**config.mk**
```make
export PLATFORM = sky130hd
export DESIGN_NAME = nfc_host
export DESIGN_NICKNAME = d
export VERILOG_FILES = /design/src/pkg/nfc_pkg.sv /design/src/hdl/nfc_cycle.sv /design/src/hdl/nfc_host.sv
export VERILOG_INCLUDE_DIRS = /design/src /design/src/pkg
export SDC_FILE = /design/constraint.sdc
export NUM_CORES = 1
export LEC_CHECK = 0
export BUFFER_PORTS_ARGS = -buffer_cell sky130_fd_sc_hd__clkbuf_2
export CAP_MARGIN = 20
export CORE_AREA = 2 2 208 210
export CTS_CLUSTER_SIZE = 40
export DETAILED_ROUTE_END_ITERATION = 10
export DIE_AREA = 0 0 210 212
export SYNTH_ARGS = -nofsm -noshare
export SYNTH_HDL_FRONTEND = slang
export SYNTH_HIERARCHICAL = 1
export SYNTH_SLANG_ARGS = --single-unit
```
**constraint.sdc**
```tcl
create_clock -name pclk -period 4.3 [get_ports pclk]
set_clock_uncertainty 0.15 [all_clocks]
set_input_delay 0.645 -clock pclk [delete_from_list [all_inputs] [get_ports pclk]]
set_output_delay 0.645 -clock pclk [all_outputs]
set_load 0.01 [all_outputs]
```
**src/pkg/nfc_params.svh**
```systemverilog
// Constants for the NAND host sequencer: commands, register offsets, fields, timing
`ifndef NFC_PARAMS_SVH
`define NFC_PARAMS_SVH
// How it works
// Copy restarts from first step whenever destination block changes or increments; the host sets err_ff on a cache copy or on a poll timeout.
// Device loads source page to cache, then takes destination and optional data.
// Next source page may be read while previous destination still programs.
// Cache-continue command programs buffer and loads next source page.
// Copy ends with copy-destination command then final program command.
// Modified data is optional; only changed bytes are written after column address.
// Write-protect stays high for the whole page copy; during copy start wp_n follows the WP control bit only.
// Busy after final command spans both page program times, minus last-page cycles.
// Two-plane copy restarts whenever either block address changes.
// Erase starts only after setup command then confirm command.
// Multi erase: two setup-plus-address groups, one confirm, district status read.
// Even blocks are district 0, odd blocks district 1.
// At most one block per district, either order, no address relation.
// Multi erase ends with confirm; abandon only with reset command.
// Identification returns five bytes in fixed order.
// Third id byte: chip count bits 1:0, cell levels bits 3:2.
// Fourth id byte: page size 1:0, block size 5:4, bus width bit 6.
// Fifth id byte: plane count bits 3:2.
// Status-read command returns ready, pass/fail and protect state.
// Status read is allowed during a page read.
// District status: bit0 OR of districts, bits1-4 districts, 5 buffer, 6 cache, 7 unprotected.
// Plain status: bit0 current, bit1 previous, 2-4 zero, 5/6 ready bits.
// While busy only status reads and reset may be issued.
// Identification bytes come on consecutive read strobes from the first.
`define NFC_CMD_READ1 8'h00
`define NFC_CMD_READ2 8'h30
`define NFC_CMD_COPY_RD 8'h3A
`define NFC_CMD_COPY_DST 8'h8C
`define NFC_CMD_PROG 8'h10
`define NFC_CMD_CACHE 8'h15
`define NFC_CMD_ERASE1 8'h60
`define NFC_CMD_ERASE2 8'hD0
`define NFC_CMD_STATUS 8'h70
`define NFC_CMD_DSTATUS 8'h71
`define NFC_CMD_ID 8'h90
`define NFC_CMD_RESET 8'hFF
`define NFC_REG_CTRL 12'h000
`define NFC_REG_ADDR 12'h004
`define NFC_REG_ADDR2 12'h008
`define NFC_REG_WDATA 12'h00C
`define NFC_REG_STAT 12'h010
`define NFC_REG_RDATA 12'h014
`define NFC_REG_ID_LO 12'h018
`define NFC_REG_ID_HI 12'h01C
`define NFC_CTRL_OP_LSB 0
`define NFC_CTRL_GO 8
`define NFC_CTRL_WP 9
`define NFC_ST_RDY_BIT 5
`define NFC_ST_CACHE_BIT 6
`define NFC_ST_WP_BIT 7
`define NFC_ID_BYTES 5
`define NFC_STROBE_NS 25
`define NFC_POLL_MAX 16'hFFFF
`endif

```
**src/pkg/nfc_pkg.sv**
```systemverilog
// Types for the NAND host sequencer
package nfc_pkg;
	typedef enum logic [3:0] {
		NFC_OP_STATUS, NFC_OP_DSTATUS, NFC_OP_ID, NFC_OP_ERASE, NFC_OP_MERASE,
		NFC_OP_COPY_START, NFC_OP_COPY_CACHE, NFC_OP_COPY_LAST, NFC_OP_RESET, NFC_OP_RDBYTE, NFC_OP_WRBYTE
	} nfc_op_t;
	typedef enum logic [1:0] {NFC_CY_CMD, NFC_CY_ADDR, NFC_CY_WR, NFC_CY_RD} nfc_cy_t;
endpackage

```
**src/hdl/nfc_cycle.sv**
```systemverilog
// One bus cycle on the NAND pins: command, address, write or read
`timescale 1ns/1ps
`include "nfc_params.svh"
module nfc_cycle import nfc_pkg::*; #(
	parameter int CLK_NS = 5
) (
	// Clock and reset
	input wire logic pclk,
	input wire logic presetn,
	// Request
	input wire logic start,
	input wire nfc_cy_t kind,
	input wire logic [7:0] wbyte,
	output logic done,
	output logic [7:0] rbyte,
	// Pins
	output logic cle,
	output logic ale,
	output logic write_strobe_n,
	output logic read_strobe_n,
	output logic [7:0] bus_out,
	output logic bus_oe_n,
	input wire logic [7:0] bus_in
);
	localparam int PH = (`NFC_STROBE_NS + CLK_NS - 1) / CLK_NS;
	localparam logic [3:0] PH_C = 4'(PH < 1 ? 1 : PH);
	logic [3:0] cnt_ff;
	logic [1:0] ph_ff;
	wire is_rd = (kind == NFC_CY_RD);
	wire cnt_end = (cnt_ff == 4'h0);
	always_ff @(posedge pclk or negedge presetn) begin
		if (!presetn) begin
			cnt_ff <= 4'h0;
			ph_ff <= 2'h0;
			done <= 1'b0;
			rbyte <= 8'h00;
			cle <= 1'b0;
			ale <= 1'b0;
			write_strobe_n <= 1'b1;
			read_strobe_n <= 1'b1;
			bus_out <= 8'h00;
			bus_oe_n <= 1'b1;
		end else begin
			done <= 1'b0;
			if (ph_ff == 2'h0 && start) begin
				// Strobe low phase
				ph_ff <= 2'h1;
				// Count to zero inclusive, so load one less for PH_C clocks per phase
				cnt_ff <= PH_C - 4'h1;
				cle <= (kind == NFC_CY_CMD);
				ale <= (kind == NFC_CY_ADDR);
				bus_out <= wbyte;
				bus_oe_n <= is_rd;
				write_strobe_n <= is_rd;
				read_strobe_n <= !is_rd;
			end else if (ph_ff == 2'h1) begin
				cnt_ff <= cnt_ff - 4'h1;
				if (cnt_end) begin
					// Data is latched at this rising edge: by the device on a write, into rbyte on a read
					ph_ff <= 2'h2;
					cnt_ff <= PH_C - 4'h1;
					if (!read_strobe_n)
						rbyte <= bus_in;
					write_strobe_n <= 1'b1;
					read_strobe_n <= 1'b1;
				end
			end else if (ph_ff == 2'h2) begin
				cnt_ff <= cnt_ff - 4'h1;
				if (cnt_end) begin
					ph_ff <= 2'h0;
					cle <= 1'b0;
					ale <= 1'b0;
					bus_oe_n <= 1'b1;
					done <= 1'b1;
				end
			end
		end
	end
endmodule

```
**src/hdl/nfc_host.sv**
```systemverilog
// APB-controlled host sequencer for copy, erase, id and status on a NAND part
`timescale 1ns/1ps
`include "nfc_params.svh"
module nfc_host import nfc_pkg::*; #(
	parameter int CLK_NS = 5,
	parameter int NADDR_ROW = 3
) (
	// APB
	input wire logic pclk,
	input wire logic presetn,
	input wire logic psel,
	input wire logic penable,
	input wire logic pwrite,
	input wire logic [11:0] paddr,
	input wire logic [31:0] pwdata,
	output logic [31:0] prdata,
	output logic pready,
	output logic pslverr,
	// NAND pins
	output logic cle,
	output logic ale,
	output logic ce_n,
	output logic write_strobe_n,
	output logic read_strobe_n,
	output logic wp_n,
	output logic [7:0] bus_out,
	output logic bus_oe_n,
	input wire logic [7:0] bus_in,
	input wire logic ready_busy_n
);
	typedef enum logic [2:0] {S_IDLE, S_SEQ, S_CYC, S_WAIT, S_POLL, S_DONE} nfc_st_t;
	nfc_st_t st_ff, nxt_st;
	logic [3:0] op_ff;
	logic wp_ctl_ff;
	logic [31:0] addr_ff, addr2_ff;
	logic [7:0] wdata_ff, rdata_ff, status_ff;
	logic [39:0] id_ff;
	logic busy_ff, err_ff;
	logic [4:0] step_ff;
	logic [15:0] poll_ff;
	logic [10:0] last_blk_ff;
	logic chain_ff;
	logic dst_ff;
	logic pready_ff, pslverr_ff;
	logic [31:0] prdata_ff;
	// Sequencer step output
	logic cyc_start_ff;
	nfc_cy_t cyc_kind_ff;
	logic [7:0] cyc_byte_ff;
	logic cyc_done;
	logic [7:0] cyc_rbyte;
	logic cle_i, ale_i, wsn_i, rsn_i, oe_i;
	logic [7:0] bo_i;
	nfc_cycle #(.CLK_NS(CLK_NS)) u_cyc (
		.pclk(pclk), .presetn(presetn), .start(cyc_start_ff), .kind(cyc_kind_ff),
		.wbyte(cyc_byte_ff), .done(cyc_done), .rbyte(cyc_rbyte), .cle(cle_i), .ale(ale_i),
		.write_strobe_n(wsn_i), .read_strobe_n(rsn_i), .bus_out(bo_i), .bus_oe_n(oe_i), .bus_in(bus_in)
	);
	assign cle = cle_i;
	assign ale = ale_i;
	assign write_strobe_n = wsn_i;
	assign read_strobe_n = rsn_i;
	assign bus_out = bo_i;
	assign bus_oe_n = oe_i;
	assign prdata = prdata_ff;
	assign pready = pready_ff;
	assign pslverr = pslverr_ff;
	// APB decode
	wire apb_acc = psel && penable && !pready_ff;
	wire wr_ctrl = apb_acc && pwrite && paddr == `NFC_REG_CTRL;
	wire go = wr_ctrl && pwdata[`NFC_CTRL_GO] && !busy_ff;
	wire [3:0] new_op = pwdata[`NFC_CTRL_OP_LSB +: 4];
	wire blk_of_addr_chg = addr_ff[16:6] != last_blk_ff;
	wire mapped = paddr[11:5] == 7'h00;
	logic [31:0] rd_mux;
	always_comb begin
		unique case (paddr)
			`NFC_REG_CTRL: rd_mux = {22'h0, wp_ctl_ff, 5'h0, op_ff};
			`NFC_REG_ADDR: rd_mux = addr_ff;
			`NFC_REG_ADDR2: rd_mux = addr2_ff;
			`NFC_REG_WDATA: rd_mux = {24'h0, wdata_ff};
			`NFC_REG_STAT: rd_mux = {21'h0, chain_ff, err_ff, busy_ff, status_ff};
			`NFC_REG_RDATA: rd_mux = {24'h0, rdata_ff};
			`NFC_REG_ID_LO: rd_mux = id_ff[31:0];
			`NFC_REG_ID_HI: rd_mux = {24'h0, id_ff[39:32]};
			default: rd_mux = 32'h0;
		endcase
	end
	always_ff @(posedge pclk or negedge presetn) begin
		if (!presetn) begin
			pready_ff <= 1'b0;
			pslverr_ff <= 1'b0;
			prdata_ff <= 32'h0;
		end else begin
			pready_ff <= psel && penable && !pready_ff;
			pslverr_ff <= apb_acc && (!mapped || (wr_ctrl && pwdata[`NFC_CTRL_GO] && busy_ff));
			prdata_ff <= apb_acc && !pwrite ? rd_mux : 32'h0;
		end
	end
	always_ff @(posedge pclk or negedge presetn) begin
		if (!presetn) begin
			addr_ff <= 32'h0;
			addr2_ff <= 32'h0;
			wdata_ff <= 8'h00;
			wp_ctl_ff <= 1'b0;
		end else if (apb_acc && pwrite) begin
			if (paddr == `NFC_REG_ADDR) addr_ff <= pwdata;
			if (paddr == `NFC_REG_ADDR2) addr2_ff <= pwdata;
			if (paddr == `NFC_REG_WDATA) wdata_ff <= pwdata[7:0];
			if (wr_ctrl) wp_ctl_ff <= pwdata[`NFC_CTRL_WP];
		end
	end
	// Sequence table: each step is a cycle kind and byte; index past end closes the op
	logic seq_end, seq_wait;
	nfc_cy_t s_kind;
	logic [7:0] s_byte;
	logic [31:0] row;
	always_comb begin
		seq_end = 1'b0;
		seq_wait = 1'b0;
		s_kind = NFC_CY_CMD;
		s_byte = 8'h00;
		row = (op_ff == 4'(NFC_OP_MERASE) && step_ff >= 5'd4) ? addr2_ff : addr_ff;
		unique case (nfc_op_t'(op_ff))
			NFC_OP_STATUS, NFC_OP_DSTATUS: begin
				if (step_ff == 5'd0) s_byte = (op_ff == 4'(NFC_OP_STATUS)) ? `NFC_CMD_STATUS : `NFC_CMD_DSTATUS;
				else if (step_ff == 5'd1) s_kind = NFC_CY_RD;
				else seq_end = 1'b1;
			end
			NFC_OP_ID: begin
				if (step_ff == 5'd0) s_byte = `NFC_CMD_ID;
				else if (step_ff == 5'd1) s_kind = NFC_CY_ADDR;
				else if (step_ff < 5'd2 + 5'(`NFC_ID_BYTES)) s_kind = NFC_CY_RD;
				else seq_end = 1'b1;
			end
			NFC_OP_ERASE, NFC_OP_MERASE: begin
				if (step_ff == 5'd0 || step_ff == 5'd4) s_byte = `NFC_CMD_ERASE1;
				else if (step_ff < 5'd4 || step_ff < 5'd8) begin
					s_kind = NFC_CY_ADDR;
					s_byte = row[8*((step_ff & 5'd3) - 5'd1) +: 8];
				end
				if (op_ff == 4'(NFC_OP_ERASE) && step_ff == 5'd4) begin
					s_kind = NFC_CY_CMD;
					s_byte = `NFC_CMD_ERASE2;
					seq_wait = 1'b1;
				end
				if (step_ff == 5'd8) begin
					s_kind = NFC_CY_CMD;
					s_byte = `NFC_CMD_ERASE2;
					seq_wait = 1'b1;
				end
				if (step_ff > 5'd8 || (op_ff == 4'(NFC_OP_ERASE) && step_ff > 5'd4)) seq_end = 1'b1;
			end
			NFC_OP_COPY_START: begin
				if (step_ff == 5'd0) s_byte = `NFC_CMD_READ1;
				else if (step_ff < 5'd6) begin
					s_kind = NFC_CY_ADDR;
					s_byte = step_ff < 5'd3 ? 8'h00 : addr2_ff[8*(step_ff - 5'd3) +: 8];
				end else if (step_ff == 5'd6) begin
					s_byte = `NFC_CMD_COPY_RD;
					seq_wait = 1'b1;
				end else seq_end = 1'b1;
			end
			NFC_OP_COPY_CACHE, NFC_OP_COPY_LAST: begin
				if (step_ff == 5'd0) s_byte = `NFC_CMD_COPY_DST;
				else if (step_ff < 5'd6) begin
					s_kind = NFC_CY_ADDR;
					s_byte = step_ff < 5'd3 ? 8'h00 : addr_ff[8*(step_ff - 5'd3) +: 8];
				end else if (step_ff == 5'd6) begin
					s_byte = (op_ff == 4'(NFC_OP_COPY_LAST)) ? `NFC_CMD_PROG : `NFC_CMD_CACHE;
					seq_wait = 1'b1;
				end else seq_end = 1'b1;
			end
			NFC_OP_RESET: begin
				if (step_ff == 5'd0) begin
					s_byte = `NFC_CMD_RESET;
					seq_wait = 1'b1;
				end else seq_end = 1'b1;
			end
			NFC_OP_RDBYTE: begin
				if (step_ff == 5'd0) s_kind = NFC_CY_RD;
				else seq_end = 1'b1;
			end
			NFC_OP_WRBYTE: begin
				if (step_ff == 5'd0) begin
					s_kind = NFC_CY_WR;
					s_byte = wdata_ff;
				end else seq_end = 1'b1;
			end
			default: seq_end = 1'b1;
		endcase
	end
	always_comb begin
		nxt_st = st_ff;
		unique case (st_ff)
			S_IDLE: if (go) nxt_st = S_SEQ;
			S_SEQ: nxt_st = seq_end ? S_DONE : S_CYC;
			S_CYC: if (cyc_done) nxt_st = seq_wait ? S_WAIT : S_SEQ;
			S_WAIT: if (!ready_busy_n) nxt_st = S_POLL;
			S_POLL: if (ready_busy_n || poll_ff == 16'h0) nxt_st = S_SEQ;
			S_DONE: nxt_st = S_IDLE;
		endcase
	end
	always_ff @(posedge pclk or negedge presetn) begin
		if (!presetn) begin
			st_ff <= S_IDLE;
			op_ff <= 4'h0;
			busy_ff <= 1'b0;
			err_ff <= 1'b0;
			step_ff <= 5'd0;
			poll_ff <= 16'h0;
			cyc_start_ff <= 1'b0;
			cyc_kind_ff <= NFC_CY_CMD;
			cyc_byte_ff <= 8'h00;
			status_ff <= 8'h00;
			rdata_ff <= 8'h00;
			id_ff <= 40'h0;
			last_blk_ff <= 11'h0;
			chain_ff <= 1'b0;
			dst_ff <= 1'b0;
			ce_n <= 1'b1;
			wp_n <= 1'b0;
		end else begin
			st_ff <= nxt_st;
			cyc_start_ff <= 1'b0;
			// Keep protection off from the end of copy start until copy last or reset ends
			wp_n <= wp_ctl_ff || chain_ff;
			if (go) begin
				op_ff <= new_op;
				step_ff <= 5'd0;
				busy_ff <= 1'b1;
				ce_n <= 1'b0;
				// Flag only against a destination already written in this chain
				err_ff <= new_op == 4'(NFC_OP_COPY_CACHE) && chain_ff && dst_ff && blk_of_addr_chg;
			end
			if (st_ff == S_SEQ && !seq_end) begin
				cyc_start_ff <= 1'b1;
				cyc_kind_ff <= s_kind;
				cyc_byte_ff <= s_byte;
			end
			if (st_ff == S_CYC && cyc_done) begin
				step_ff <= step_ff + 5'd1;
				if (cyc_kind_ff == NFC_CY_RD) begin
					rdata_ff <= cyc_rbyte;
					if (op_ff == 4'(NFC_OP_ID)) id_ff <= {cyc_rbyte, id_ff[39:8]};
					if (op_ff <= 4'(NFC_OP_DSTATUS)) status_ff <= cyc_rbyte;
				end
				poll_ff <= `NFC_POLL_MAX;
			end
			if (st_ff == S_POLL) poll_ff <= poll_ff - 16'h1;
			if (st_ff == S_POLL && poll_ff == 16'h0 && !ready_busy_n) err_ff <= 1'b1;
			if (st_ff == S_DONE) begin
				busy_ff <= 1'b0;
				ce_n <= 1'b1;
				if (op_ff == 4'(NFC_OP_COPY_START)) chain_ff <= 1'b1;
				if (op_ff == 4'(NFC_OP_COPY_LAST) || op_ff == 4'(NFC_OP_RESET)) chain_ff <= 1'b0;
				if (op_ff == 4'(NFC_OP_COPY_START) || op_ff == 4'(NFC_OP_COPY_LAST) || op_ff == 4'(NFC_OP_RESET))
					dst_ff <= 1'b0;
				if (op_ff == 4'(NFC_OP_COPY_CACHE)) dst_ff <= 1'b1;
				if (op_ff == 4'(NFC_OP_COPY_CACHE) || op_ff == 4'(NFC_OP_COPY_LAST)) last_blk_ff <= addr_ff[16:6];
			end
			if (st_ff == S_IDLE && go && err_ff) busy_ff <= 1'b1;
		end
	end
endmodule

```
=== Word-level counts from Yosys, hierarchy flattened ===
Cells that the tools add are included.

* Muxes and demuxes: 102
* $add $sub $neg: 5
* Bitwise operators: 2
* Equality and inequality tests: 37
* Shift-type cells: 3
* Reductions and logical operators: 79
* Magnitude comparators: 9

{| class="wikitable"
|+ Operator list
! cell !! count
|-
| 32-bit one-hot mux with 8 select lines || 1
|-
| 8-bit 2-to-1 mux || 13
|-
| 32-bit by 33-bit indexed part select with 8-bit output || 3
|-
| 32-bit 2-to-1 mux || 2
|-
| 8-bit one-hot mux with 7 select lines || 1
|-
| 12-bit by 5-bit == test with 1-bit output, second input constant || 4
|-
| 1-bit 2-to-1 mux || 48
|-
| 16-bit 2-to-1 mux || 2
|-
| 2-bit 2-to-1 mux || 16
|-
| 12-bit by 4-bit == test with 1-bit output, second input constant || 2
|-
| 1-bit logical AND || 22
|-
| 4-bit by 3-bit == test with 1-bit output, second input constant || 5
|-
| 2-bit AND reduction || 10
|-
| 3-bit 2-to-1 mux || 6
|-
| 3-bit one-hot mux with 6 select lines || 1
|-
| 2-bit nonzero test || 9
|-
| 16-bit logical NOT || 1
|-
| 4-bit 2-to-1 mux || 4
|-
| 16-bit by 1-bit subtractor with 16-bit output, second input constant || 1
|-
| 5-bit by 3-bit less-than comparator with 1-bit output, second input constant || 3
|-
| 5-bit 2-to-1 mux || 3
|-
| 12-bit by 3-bit == test with 1-bit output, second input constant || 1
|-
| 4-bit == test, second input constant || 3
|-
| 12-bit logical NOT || 1
|-
| 41 further kinds || 75
|}

* Flip-flop bits (word level): 247
* Output and inout port bits: 49
* Word-level logic and storage cells: 271
* Input port bits: 58

=== Logic depth before layout (Yosys ltp) ===
Gate-level depths: netlist of the first run.

* Word-level depth: 9
* Depth in mapped cells: 13
* Gate-level depth less buffers: 8

=== Modules after synthesis ===
The synthesis of the first run kept the hierarchy.

{| class="wikitable"
|+ Modules (own cells, without submodules)
! module !! area an instance (um^2) !! times used !! cells each
|-
| nfc_host || 11270.8 || 1 || 950
|-
| nfc_cycle || 1243.7 || 1 || 98
|}

=== Least setup slack after synthesis of the first run ===
No wires, ideal clock.

* Path kind: flip-flop to flip-flop
* Start point: register step_ff[0]
* End point: register cyc_byte_ff[6]
* Setup slack: 1.049 ns
* Path buffers: 4
* Data arrival time: 2.976 ns
* Clock period less this slack: 3.251 ns
* Cell stages (with the launch flop): 12
* Path through: dfrtp_1 -> buf_6 -> buf_4 -> buf_4 -> inv_1 -> ha_1 -> clkbuf_1 -> mux4_2 -> a32oi_1 -> nor2_1 -> or4_1 -> mux2_4

* Cells in the longest elaborated chain, start to end: 9

{| class="wikitable"
|+ Ends and longest elaborated chain
! what !! RTL line !! source
|-
| start: declaration || nfc_host.sv:39 || <nowiki>logic [4:0] step_ff;</nowiki>
|-
| start signal: assignment || nfc_host.sv:242 || <nowiki>step_ff <= step_ff + 5'd1;</nowiki>
|-
| 5-bit by 3-bit greater-or-equal comparator with 1-bit output || nfc_host.sv:123 || <nowiki>row = (op_ff == 4'(NFC_OP_MERASE) && step_ff >= 5'd4) ? addr2_ff : addr_ff;</nowiki>
|-
| 1-bit logical AND || nfc_host.sv:123 ||
|-
| 32-bit 2-to-1 mux || nfc_host.sv:123 ||
|-
| 32-bit by 33-bit indexed part select with 8-bit output || nfc_host.sv:140 || <nowiki>s_byte = row[8*((step_ff & 5'd3) - 5'd1) +: 8];</nowiki>
|-
| 8-bit 2-to-1 mux || nfc_host.sv:138 || <nowiki>else if (step_ff < 5'd4 || step_ff < 5'd8) begin</nowiki>
|-
| 8-bit 2-to-1 mux || nfc_host.sv:137 || <nowiki>if (step_ff == 5'd0 || step_ff == 5'd4) s_byte = `NFC_CMD_ERASE1;</nowiki>
|-
| 8-bit 2-to-1 mux || nfc_host.sv:142 || <nowiki>if (op_ff == 4'(NFC_OP_ERASE) && step_ff == 5'd4) begin</nowiki>
|-
| 8-bit 2-to-1 mux || nfc_host.sv:147 || <nowiki>if (step_ff == 5'd8) begin</nowiki>
|-
| 8-bit one-hot mux with 7 select lines || nfc_host.sv:124 || <nowiki>unique case (nfc_op_t'(op_ff))</nowiki>
|-
| end signal: assignment || nfc_host.sv:239 || <nowiki>cyc_byte_ff <= s_byte;</nowiki>
|-
| end: declaration || nfc_host.sv:49 || <nowiki>logic [7:0] cyc_byte_ff;</nowiki>
|}

Parallel ways exist; a longest one is shown, timed or not.
A chain may end at the register's enable or synchronous reset.

=== Worst setup path after layout of the first run ===
* Start point: register step_ff[1]
* End point: register cyc_byte_ff[6]

The elaborated chain is that of the path after synthesis.

==> impl_results.md, run 1 <==
* Synth warn at 6
* Critical path buffers and inverters at 2
* Syn Std Cell Area at between 10,000 and 15,000 um^2
* DRT Wirelength at between 30 and 40 mm
* Layout Area Growth over Synthesis at 16.2%
* Gpl congestion at 0.880
* # IOs at 107
* Critical Path RT at 4.59 ns
* Synth Area in Compound Gates at 0.109
* Filler Cell Count at 4,198
* Die H at roughly 210 um
* WS Path Type: flop to flop
* Die area at approximately 45,000 um^2
* Simple-gate share of the synthesized area at 0.127
* Yosys cell types at between 80 and 90
* Slowest CP cell: ha_1
* Worst min path class: primary input to flop
* P_leak at about 6.7 nW
* Maximum vdd ir drop at ~0.00022 V
* Outcome: completed
* Final hold vios at 0
* Mux cell area share after synthesis at 0.219
* Critical path's largest stage delay at about 0.7 ns
* Worst setup startpoint: step_ff[1]
* Worst-margin pin slew at about 1.0 ns
* Util after Layout at 0.342
* Worst setup SP type: flop
* Worst-Skew Late Latency at ~0.58 ns
* Footprint of the multi-input gates at 5910 um^2
* Synth async-reset ratio at 1.00
* Cts bufs inserted at 29
* Worst hold start: bus_in[2]
* Number of port buffers at between 100 and 150
* Worst EP arrival at ~3.4 ns
* CP max FO at 14
* Peak Freq at roughly 320 MHz
* Vias in the first global route at about 9,100
* Met2 Resource Use GR at 0.276
* Crit share post-route at 0.724
* Max-cap violations at 0
* Core Footprint at around 43,000 um^2
* Ratio of cells with drive above 1 in the final layout at 0.339
* H-tree depth at 1
* Setup repair bufs after CTS at 0
* RSZ-0062 raised after global routing: false
* N_diodes at 0
* CP top delay family: adder cells
* Post-Synth XOR/XNOR Area at 0.00910
* Setup-failing EPs final at 0
* CTS Sinks at between 200 and 250
* Final net count at ~1,200
* Mapped Cells at ~1,000
* Worst slack, placed at about 1.0 ns
* Largest net degree at the start of global routing at approximately 90
* CTS tree: built
* ANT nets after route at 0
* TritonRoute pass-1 iters at 9
* First-pass GRT wire length at 57.9 mm
* Syn Nets at between 1,000 and 1,500
* Register area share after synthesis at 0.494
* Final setup TNS at 0 ns
* Clock-pin slew on the worst setup and hold paths at roughly 0.060 ns
* Gr usage total at 0.170
* Vias at 9,269
* Post-CTS Resized at 0
* Worst R2R Start: step_ff[1]
* PwrDens at roughly 370 nW/um^2
* Initial antenna violation count at 0
* Tmin final at 3.11 ns
* Met1 usage at 0.230
* Crit. End Element: flop
* Vias per cell at 5.43
* Met3 GRT Util at 0.0321
* Die width at roughly 210 um
* Hpwl dp at between 20 and 30 mm
* Register area at approximately 6200 um^2
* Crit-path cells: buf_4 -> inv_1 -> ha_1 -> mux4_2 -> a32oi_1 -> nor2_1 -> or4_1 -> mux2_4
* Synth Register Bits at 247
* Average size of a mapped cell at roughly 12 um^2
* Final worst slack at approximately 1.2 ns
* Root buf cell: clkbuf_16
* Post-synthesis adder-cell area fraction at 0.00600
* DRC errors left at 0
* Initial DRC Count at 859
* Total grt overflow at 0
* Worst rel slew slack at 0.319
* Core Rows at 76
* Max-slew violations at 0
* Main synth FF type: dfrtp_1
* GRT Max-Usage Layer: met2
* Clk buf depth at 3
* EDFF count, synth at 0
* Routed wire per std cell at 22.0 um
* Largest family of logic cells by synthesized area: multiplexers
* Starting density of the core at 0.294
[per-layer routing]
layer  wire, um  up-vias
li1           -     4154
met1      16200     4716
met2      17800      340
met3       2450       59
met4       1130        0
met5          0        -
[worst reg2reg max path: cells and delay by family, from the launching register on]
kind,cells,cell delay (ns)
compound gates,1,0.30
fa+ha+maj,1,0.69
buf+inv,2,0.26
flops,1,0.33
mux,2,0.67
simple gates,2,0.59
[cells in the final DEF (no fill, tap or decap), drive strengths merged, types with 5 or more instances in the layout]
master and count:
a211oi 5, a21oi 45, a222oi 29, a22oi 12
a31oi 19, and2 5, buf 23, clkbuf 148
clkinv 5, dfrtp 243, ha 6, inv 24
mux2 169, mux2i 19, mux4 26, nand2 71
nand2b 9, nand3 26, nand4 13, nor2 67
nor2b 7, nor3 31, nor3b 8, nor4 12
o211ai 8, o21ai 32, o311ai 5, xnor2 13
[logic make-up after synthesis]
family          count (synthesis)
compound gates                191
xor+xnor                       13
fa+ha+maj                       6
buf+inv                        91
flops                         247
mux                           214
simple gates                  286
[stage by stage]
step / cell area, um^2 / hold WS, ns / power (mW) / instances
global placement: 13600 / 0.308 / 2.89 / 1653
global route: 14500 / 0.136 / 5.54 / 1707
finish: 14500 / 0.145 / 5.32 / 1707
floorplan: 12500 / 0.199 / 2.75 / 1048
CTS: 14500 / 0.131 / 5.37 / 1707
detailed placement: 13600 / 0.315 / 2.91 / 1653
[synth_stat cells (6+ instances only)]
cell / instances / area, um^2
nand2_1: 70 / 263
nor2b_1: 7 / 43.8
mux2_4: 10 / 150
nor4_1: 8 / 50.1
nand2b_1: 9 / 56.3
nand3_1: 25 / 125
xnor2_1: 13 / 114
mux4_1: 6 / 158
mux2_2: 155 / 1750
nor3_1: 27 / 135
ha_1: 6 / 75.1
mux2i_1: 19 / 190
a21oi_1: 45 / 225
nor3b_1: 6 / 45.0
mux4_2: 20 / 450
o211ai_1: 8 / 60.1
nand4_1: 13 / 81.3
inv_1: 22 / 82.6
a22oi_1: 12 / 90.1
a222oi_1: 29 / 290
dfrtp_1: 243 / 6080
o21ai_0: 32 / 160
a31oi_1: 19 / 119
buf_2: 21 / 105
nor2_1: 66 / 248
clkbuf_1: 32 / 120
[flip-flops by register name, summed over array words and instances (netlist names), 11 cells and up]
name,cells
addr_ff,32
addr2_ff,32
poll_ff,16
id_ff,40
last_blk_ff,11
prdata,32
[final timing paths]
| kind | end | slack, ns | cells after the start |
|---|---|---|---|
| hold / removal | u_cyc/rbyte[2] | 0.14 | 2 |
| hold reg to reg | rdata_ff[7] | 0.33 | 2 |
| setup reg to reg | cyc_byte_ff[6] | 1.19 | 8 |
| max in group asynchronous | addr_ff[14] | 2.36 | 3 |
| setup / recovery | cyc_byte_ff[6] | 1.19 | 8 |
| min in group asynchronous | poll_ff[3] | 0.55 | 2 |
[cell type report]
type | count | share of cell area
Sequential cell | 247 | 0.425
Timing Repair Buffer | 129 | 0.0501
Tap cell | 546 | 0.0470
Clock buffer | 43 | 0.0570
Multi-Input combinational cell | 710 | 0.407
Clock inverter | 10 | 0.00834
Inverter | 22 | 0.00568
[power breakdown]
group / internal [mW] / switching [mW]
combinational: 0.138 / 0.223
sequential: 2.41 / 0.102
clock: 1.45 / 0.993
[timing repair]
item                                   4_1_cts  5_1_grt
setup endpoints to repair                    0        0
endpoints found under the hold margin       80        0
hold buffers                                 1        0
Note: power is estimated with default switching activity, not from simulation.
==> run 2, diff against run 1 <==
Clock period 4.3 ns to 3.07 ns, I/O delays scaled along.
==> run 2 against run 1 <==
  * Core utilization increased by 1.4 points
  * Worst hold slack lost 0.12 ns
  * First-iteration DRC count grew 15%
  * Final cell count increased by 3.3%
  * Die area is the same
  * Combinational power grew 51%
  * Setup slack got worse by 0.87 ns
  * Flip-flop and latch count stayed put
  * Register-to-register slack lost 0.87 ns
  * Sequential share of layout area shrank 1.7 points
==> impl_results.md, run 2 (synthesis gave the netlist of run 1 again) <==
* Outcome: completed (unchanged)
* TritonRoute pass-1 iters at 8 (was 9)
* Worst setup SP type: flop (unchanged)
* Crit share post-route at 0.897 (was 0.724)
* Final setup TNS at 0 ns (unchanged)
* Die width at 210 um (unchanged)
* Tmin final at 2.75 ns (was 3.11 ns)
* Met1 usage at 0.237 (was 0.230)
* Met3 GRT Util at 0.0239 (was 0.0321)
* Die H at 212 um (unchanged)
* Met2 Resource Use GR at 0.278 (was 0.276)
* Root buf cell: clkbuf_16 (unchanged)
* Initial DRC Count at 987 (was 859)
* Maximum vdd ir drop at 0.000374 V (was 0.000224 V)
* CTS tree: built (unchanged)
* Worst EP arrival at 3.04 ns (was 3.40 ns)
* Worst-margin pin slew at 0.685 ns (was 1.02 ns)
* GRT Max-Usage Layer: met2 (unchanged)
* Core Rows at 76 (unchanged)
* Final net count at 1,257 (was 1,203)
* Hold WS at 0.0261 ns (was 0.145 ns)
* Final instance area at 15,100 um^2 (was 14,500 um^2)
* Util after Layout at 0.356 (was 0.342)
* Routed wire per std cell at 21.7 um (was 22.0 um)
* Top reg by flops: id_ff (unchanged)
* Final hold vios at 0 (unchanged)
* Filler Cell Count at 4,148 (was 4,198)
* Cts bufs inserted at 29 (unchanged)
* Layout Area Growth over Synthesis at 20.9% (was 16.2%)
* Vias per cell at 5.40 (was 5.43)
* Core Footprint at 42,500 um^2 (unchanged)
* Vias in the first global route at 9,533 (was 9,097)
* ANT nets after route at 0 (unchanged)
* Number of port buffers at 106 (unchanged)
* Post-CTS Resized at 0 (unchanged)
* DP Area at 13,900 um^2 (was 13,600 um^2)
* # IOs at 107 (unchanged)
* Clock-pin slew on the worst setup and hold paths at 0.06 ns (about the same)
* Peak Freq at 363 MHz (was 321 MHz)
* Total grt overflow at 0 (unchanged)
* Largest net degree at the start of global routing at 85 (was 88)
* PwrDens at 497 nW/um^2 (was 366 nW/um^2)
* Max-slew violations at 0 (unchanged)
* Worst rel slew slack at 0.539 (was 0.319)
* CTS Sinks at 247 (unchanged)
* Largest register FFs at 40 (unchanged)
* Vias at 9,517 (was 9,269)
* Ratio of cells with drive above 1 in the final layout at 0.348 (was 0.339)
* Die area at 44,500 um^2 (unchanged)
* Gr usage total at 0.172 (was 0.170)
* P_leak at 6.99 nW (was 6.69 nW)
* H-tree depth at 1 (unchanged)
* Initial antenna violation count at 1 (was 0)
* Gpl congestion at 0.933 (was 0.880)
* Max-cap violations at 0 (unchanged)
* DRC errors left at 0 (unchanged)
* Setup repair bufs after CTS at 0 (unchanged)
* Total chip power at 7.52 mW (was 5.32 mW)
* Setup-failing EPs final at 0 (unchanged)
* Crit. End Element: flop (unchanged)
* Most frequent cells in the layout: dfrtp_1, mux2_2, clkbuf_2 (unchanged)
* Commonest non-fill, non-tap cell in the layout: dfrtp_1 (unchanged)
* CTS Hold Bufs at 31 (was 1)
* Clk buf depth at 3 (unchanged)
* RSZ-0062 raised after global routing: false (unchanged)
* Worst-Skew Late Latency at 0.58 ns (about the same)
* CP max FO at 6 (was 14)
* WS Path Type: flop to flop (unchanged)
* First-pass GRT wire length at 59.3 mm (was 57.9 mm)
* Starting density of the core at 0.294 (unchanged)
* Hpwl dp at 28.2 mm (was 27.4 mm)
* Worst min path class: primary input to flop (unchanged)
* DRT Wirelength at 38.3 mm (was 37.6 mm)
* Critical Path RT at 3.35 ns (was 4.59 ns)
[run 2: where the power goes]
| group | leakage [nW] | internal, mW | total, mW | switching (mW) |
|---|---|---|---|---|
| clock network | 0.484 | 2.03 | 3.46 | 1.43 |
| logic | 3.14 | 0.230 | 0.544 | 0.315 |
| registers | 3.36 | 3.37 | 3.51 | 0.138 |
| total | 6.99 | 5.64 | 7.52 | 1.88 |
[run 2: final timing paths]
path / startpoint / end / slack, ns / cells after the start
setup / recovery: step_ff[0] / cyc_byte_ff[4] / 0.32 / 8
hold / removal: pwdata[6] / addr2_ff[6] / 0.03 / 2
setup reg to reg: step_ff[0] / cyc_byte_ff[4] / 0.32 / 8
hold reg to reg: poll_ff[15] / poll_ff[15] / 0.33 / 1
max in group asynchronous: presetn / u_cyc/bus_oe_n / 1.57 / 3
min in group asynchronous: presetn / wdata_ff[1] / 0.38 / 2
[run 2: stage by stage]
step	instances	setup WS, ns
CTS	1762	0.336
floorplan	1048	-0.00200
global route	1763	0.171
detailed placement	1677	0.344
global placement	1677	0.348
finish	1763	0.317
[run 2: final cells by class]
type / count / area [um^2] / area share
inverters: 22 / 82.6 / 0.00546
multi-input cells: 710 / 5910 / 0.390
well taps: 546 / 683 / 0.0451
diodes: 1 / 2.50 / 0.000165
repair buffers: 183 / 1310 / 0.0865
clock buffers: 38 / 810 / 0.0535
clock inverters: 16 / 155 / 0.0103
flip-flops and latches: 247 / 6190 / 0.409
[run 2: layer usage]
metal	vias up	wire length [um]
li1	4268	-
met1	4850	17000
met2	331	17800
met3	68	2000
met4	0	1490
met5	-	0
[run 2: critical path, cell delays in order (launching register included)]
cell       delay, ns
dfrtp_2         0.40
inv_1           0.08
ha_1            0.49
mux4_1          0.36
a32oi_1         0.29
nor2_1          0.08
a2111oi_2       0.35
nand2_1         0.15
mux2_4          0.28
==> run 3, diff against run 2 <==
==> constraint.sdc (replaced) <==
create_clock -name pclk -period 3.07 [get_ports pclk]
set_clock_uncertainty 0.15 [all_clocks]
set_input_delay 0.307 -clock pclk [delete_from_list [all_inputs] [get_ports pclk]]
set_output_delay 0.307 -clock pclk [all_outputs]
set_load 0.01 [all_outputs]
==> run 3 against run 2 <==
  * Flip-flop and latch count stayed put
  * Die area did not move
  * Critical path depth is 1 lower
  * Maximum frequency down 4.5%
  * Routed wire length rose by 1.2%
  * Via count rose by 0.40%
  * Final cell count grew 0.74%
  * Sequential power about the same
  * Critical path type unchanged
==> impl_results.md, run 3 (synthesis gave the netlist of run 1 again) <==
* Outcome: completed (unchanged)
* Worst-Skew Late Latency at 0.60 ns (was 0.58 ns)
* Critical Path RT at 3.36 ns (was 3.35 ns)
* Total grt overflow at 0 (unchanged)
* Util after Layout at 0.358 (was 0.356)
* Critical path buffers and inverters at 2 (was 1)
* TritonRoute pass-1 iters at 8 (unchanged)
* Root buf cell: clkbuf_16 (unchanged)
* Top reg by flops: id_ff (unchanged)
* Final instance area at 15,200 um^2 (was 15,100 um^2)
* Tmin final at 2.88 ns (was 2.75 ns)
* PwrDens at 490 nW/um^2 (was 497 nW/um^2)
* Core Rows at 76 (unchanged)
* Vias per cell at 5.38 (was 5.40)
* Die area at 44,500 um^2 (unchanged)
* CTS Sinks at 247 (unchanged)
* P_leak at 6.99 nW (about the same)
* Total chip power at 7.45 mW (was 7.52 mW)
* Cts bufs inserted at 28 (was 29)
* Final setup TNS at 0 ns (unchanged)
* Clk buf depth at 3 (unchanged)
* Final net count at 1,273 (was 1,257)
* Routed wl met3 at 1.85 mm (was 2.00 mm)
* DRT Wirelength at 38.8 mm (was 38.3 mm)
* CP max FO at 10 (was 6)
* Hpwl dp at 28.5 mm (was 28.2 mm)
* Hold WS at 0.130 ns (was 0.0261 ns)
* Vias in the first global route at 9,799 (was 9,533)
* Int Pwr at 5.55 mW (was 5.64 mW)
* Switching Share at 0.255 (was 0.251)
* Clock share of power at 0.452 (was 0.461)
* Peak Freq at 347 MHz (was 363 MHz)
* First-pass GRT wire length at 60.6 mm (was 59.3 mm)
* Clock-pin slew on the worst setup and hold paths at 0.06 ns (about the same)
* Layout Area Growth over Synthesis at 21.6% (was 20.9%)
* DP Area at 13,800 um^2 (was 13,900 um^2)
* CTS tree: built (unchanged)
* ANT nets after route at 0 (unchanged)
* Setup-failing EPs final at 0 (unchanged)
* Routed met2 length at 18.6 mm (was 17.8 mm)
* Die width at 210 um (unchanged)
* Max-slew violations at 0 (unchanged)
* Commonest non-fill, non-tap cell in the layout: dfrtp_1 (unchanged)
* Crit. End Element: flop (unchanged)
* Slowest CP cell: dlygate4sd3_1 (was ha_1)
* WS Path Type: flop to flop (unchanged)
* Ratio of cells with drive above 1 in the final layout at 0.341 (was 0.348)
* Worst min path class: primary input to flop (unchanged)
* Initial DRC Count at 703 (was 987)
* N_diodes at 0 (was 1)
* # IOs at 107 (unchanged)
* Largest net degree at the start of global routing at 78 (was 85)
* Vias at 9,555 (was 9,517)
* CP top delay family: simple AND/OR/NAND/NOR gates (was multiplexers)
* Flop pwr share at 0.471 (was 0.467)
* Largest register FFs at 40 (unchanged)
* Die H at 212 um (unchanged)
* Worst-margin pin slew at 0.638 ns (was 0.685 ns)
* Final hold vios at 0 (unchanged)
* Starting density of the core at 0.294 (unchanged)
* Combinational power share at 0.077 (was 0.072)
* Initial antenna violation count at 0 (was 1)
* Worst setup SP type: flop (unchanged)
* Max layer used: met4 (unchanged)
* Met1 wire length at 17.1 mm (was 17.0 mm)
* DRC errors left at 0 (unchanged)
* Core Footprint at 42,500 um^2 (unchanged)
* Crit-path cells: nand3b_1 -> dlygate4sd3_1 -> inv_1 -> and2_0 -> nand4b_4 -> a221o_1 -> o41ai_2 (was inv_1 -> ha_1 -> mux4_1 -> a32oi_1 -> nor2_1 -> a2111oi_2 -> nand2_1 -> mux2_4)
* Net Switching at 1.90 mW (was 1.88 mW)
* Max-cap violations at 0 (unchanged)
* Maximum vdd ir drop at 0.000471 V (was 0.000374 V)
* Routed wire per std cell at 21.8 um (was 21.7 um)
* Number of port buffers at 106 (unchanged)
* Critical path's largest stage delay at 0.62 ns (was 0.49 ns)
* H-tree depth at 1 (unchanged)
* Gr usage total at 0.177 (was 0.172)
* Crit share post-route at 0.939 (was 0.897)
* Gpl congestion at 0.883 (was 0.933)
* Most frequent cells in the layout: dfrtp_1, mux2_2, clkbuf_2 (unchanged)
* Worst rel slew slack at 0.571 (was 0.539)
* Worst EP arrival at 3.18 ns (was 3.04 ns)
* RSZ-0062 raised after global routing: false (unchanged)
run 3: metal layers:
metal,GRT usage,up-vias
met4,0.0572,0
met5,0,-
met2,0.295,308
met3,0.0253,59
li1,-,4296
met1,0.238,4892
run 3: cell type report:
| type | instances | area, um^2 |
|---|---|---|
| clock inverters | 15 | 169 |
| flip-flops and latches | 247 | 6190 |
| well taps | 546 | 683 |
| repair buffers | 200 | 1430 |
| multi-input cells | 710 | 5910 |
| inverters | 22 | 82.6 |
| fillers | 4172 | 27300 |
| clock buffers | 36 | 761 |
run 3: power by group through the flow:
stage	clock, mW	sequential, mW	combinational [mW]
after global placement	0	3.56	0.506
after CTS	3.45	3.51	0.576
after detailed placement	0	3.57	0.522
after floorplan	0	3.52	0.334
after global routing	3.58	3.53	0.651
final	3.37	3.51	0.571
run 3: timing repair:
| item | 4_1_cts | 5_1_grt |
|---|---|---|
| hold buffers | 48 | 0 |
| buffers inserted | 0 | 0 |
| gates resized for setup | 0 | 0 |
| endpoints found under the hold margin | 157 | 0 |
run 3: metrics by stage:
stage | cells | setup WS [ns]
final | 1776 | 0.188
after global routing | 1776 | 0.0801
after CTS | 1776 | 0.173
after detailed placement | 1677 | 0.208
after global placement | 1677 | 0.246
after floorplan | 1048 | -0.00200
run 3: worst paths after layout:
path	startpoint	end	slack, ns	cells past startpoint
min in group asynchronous	presetn	wp_ctl_ff	0.14	2
min	paddr[8]	prdata[7]	0.13	5
min reg2reg	ce_n	ce_n	0.33	2
max	pready	st_ff[2]	0.19	7
max in group asynchronous	presetn	step_ff[0]	1.74	3
max reg2reg	pready	st_ff[2]	0.19	7
run 3: worst reg2reg max path, cell delays in order (launching register included):
cell	delay (ns)
dfrtp_1	0.37
nand3b_1	0.20
dlygate4sd3_1	0.62
inv_1	0.11
and2_0	0.30
nand4b_4	0.26
a221o_1	0.45
o41ai_2	0.27
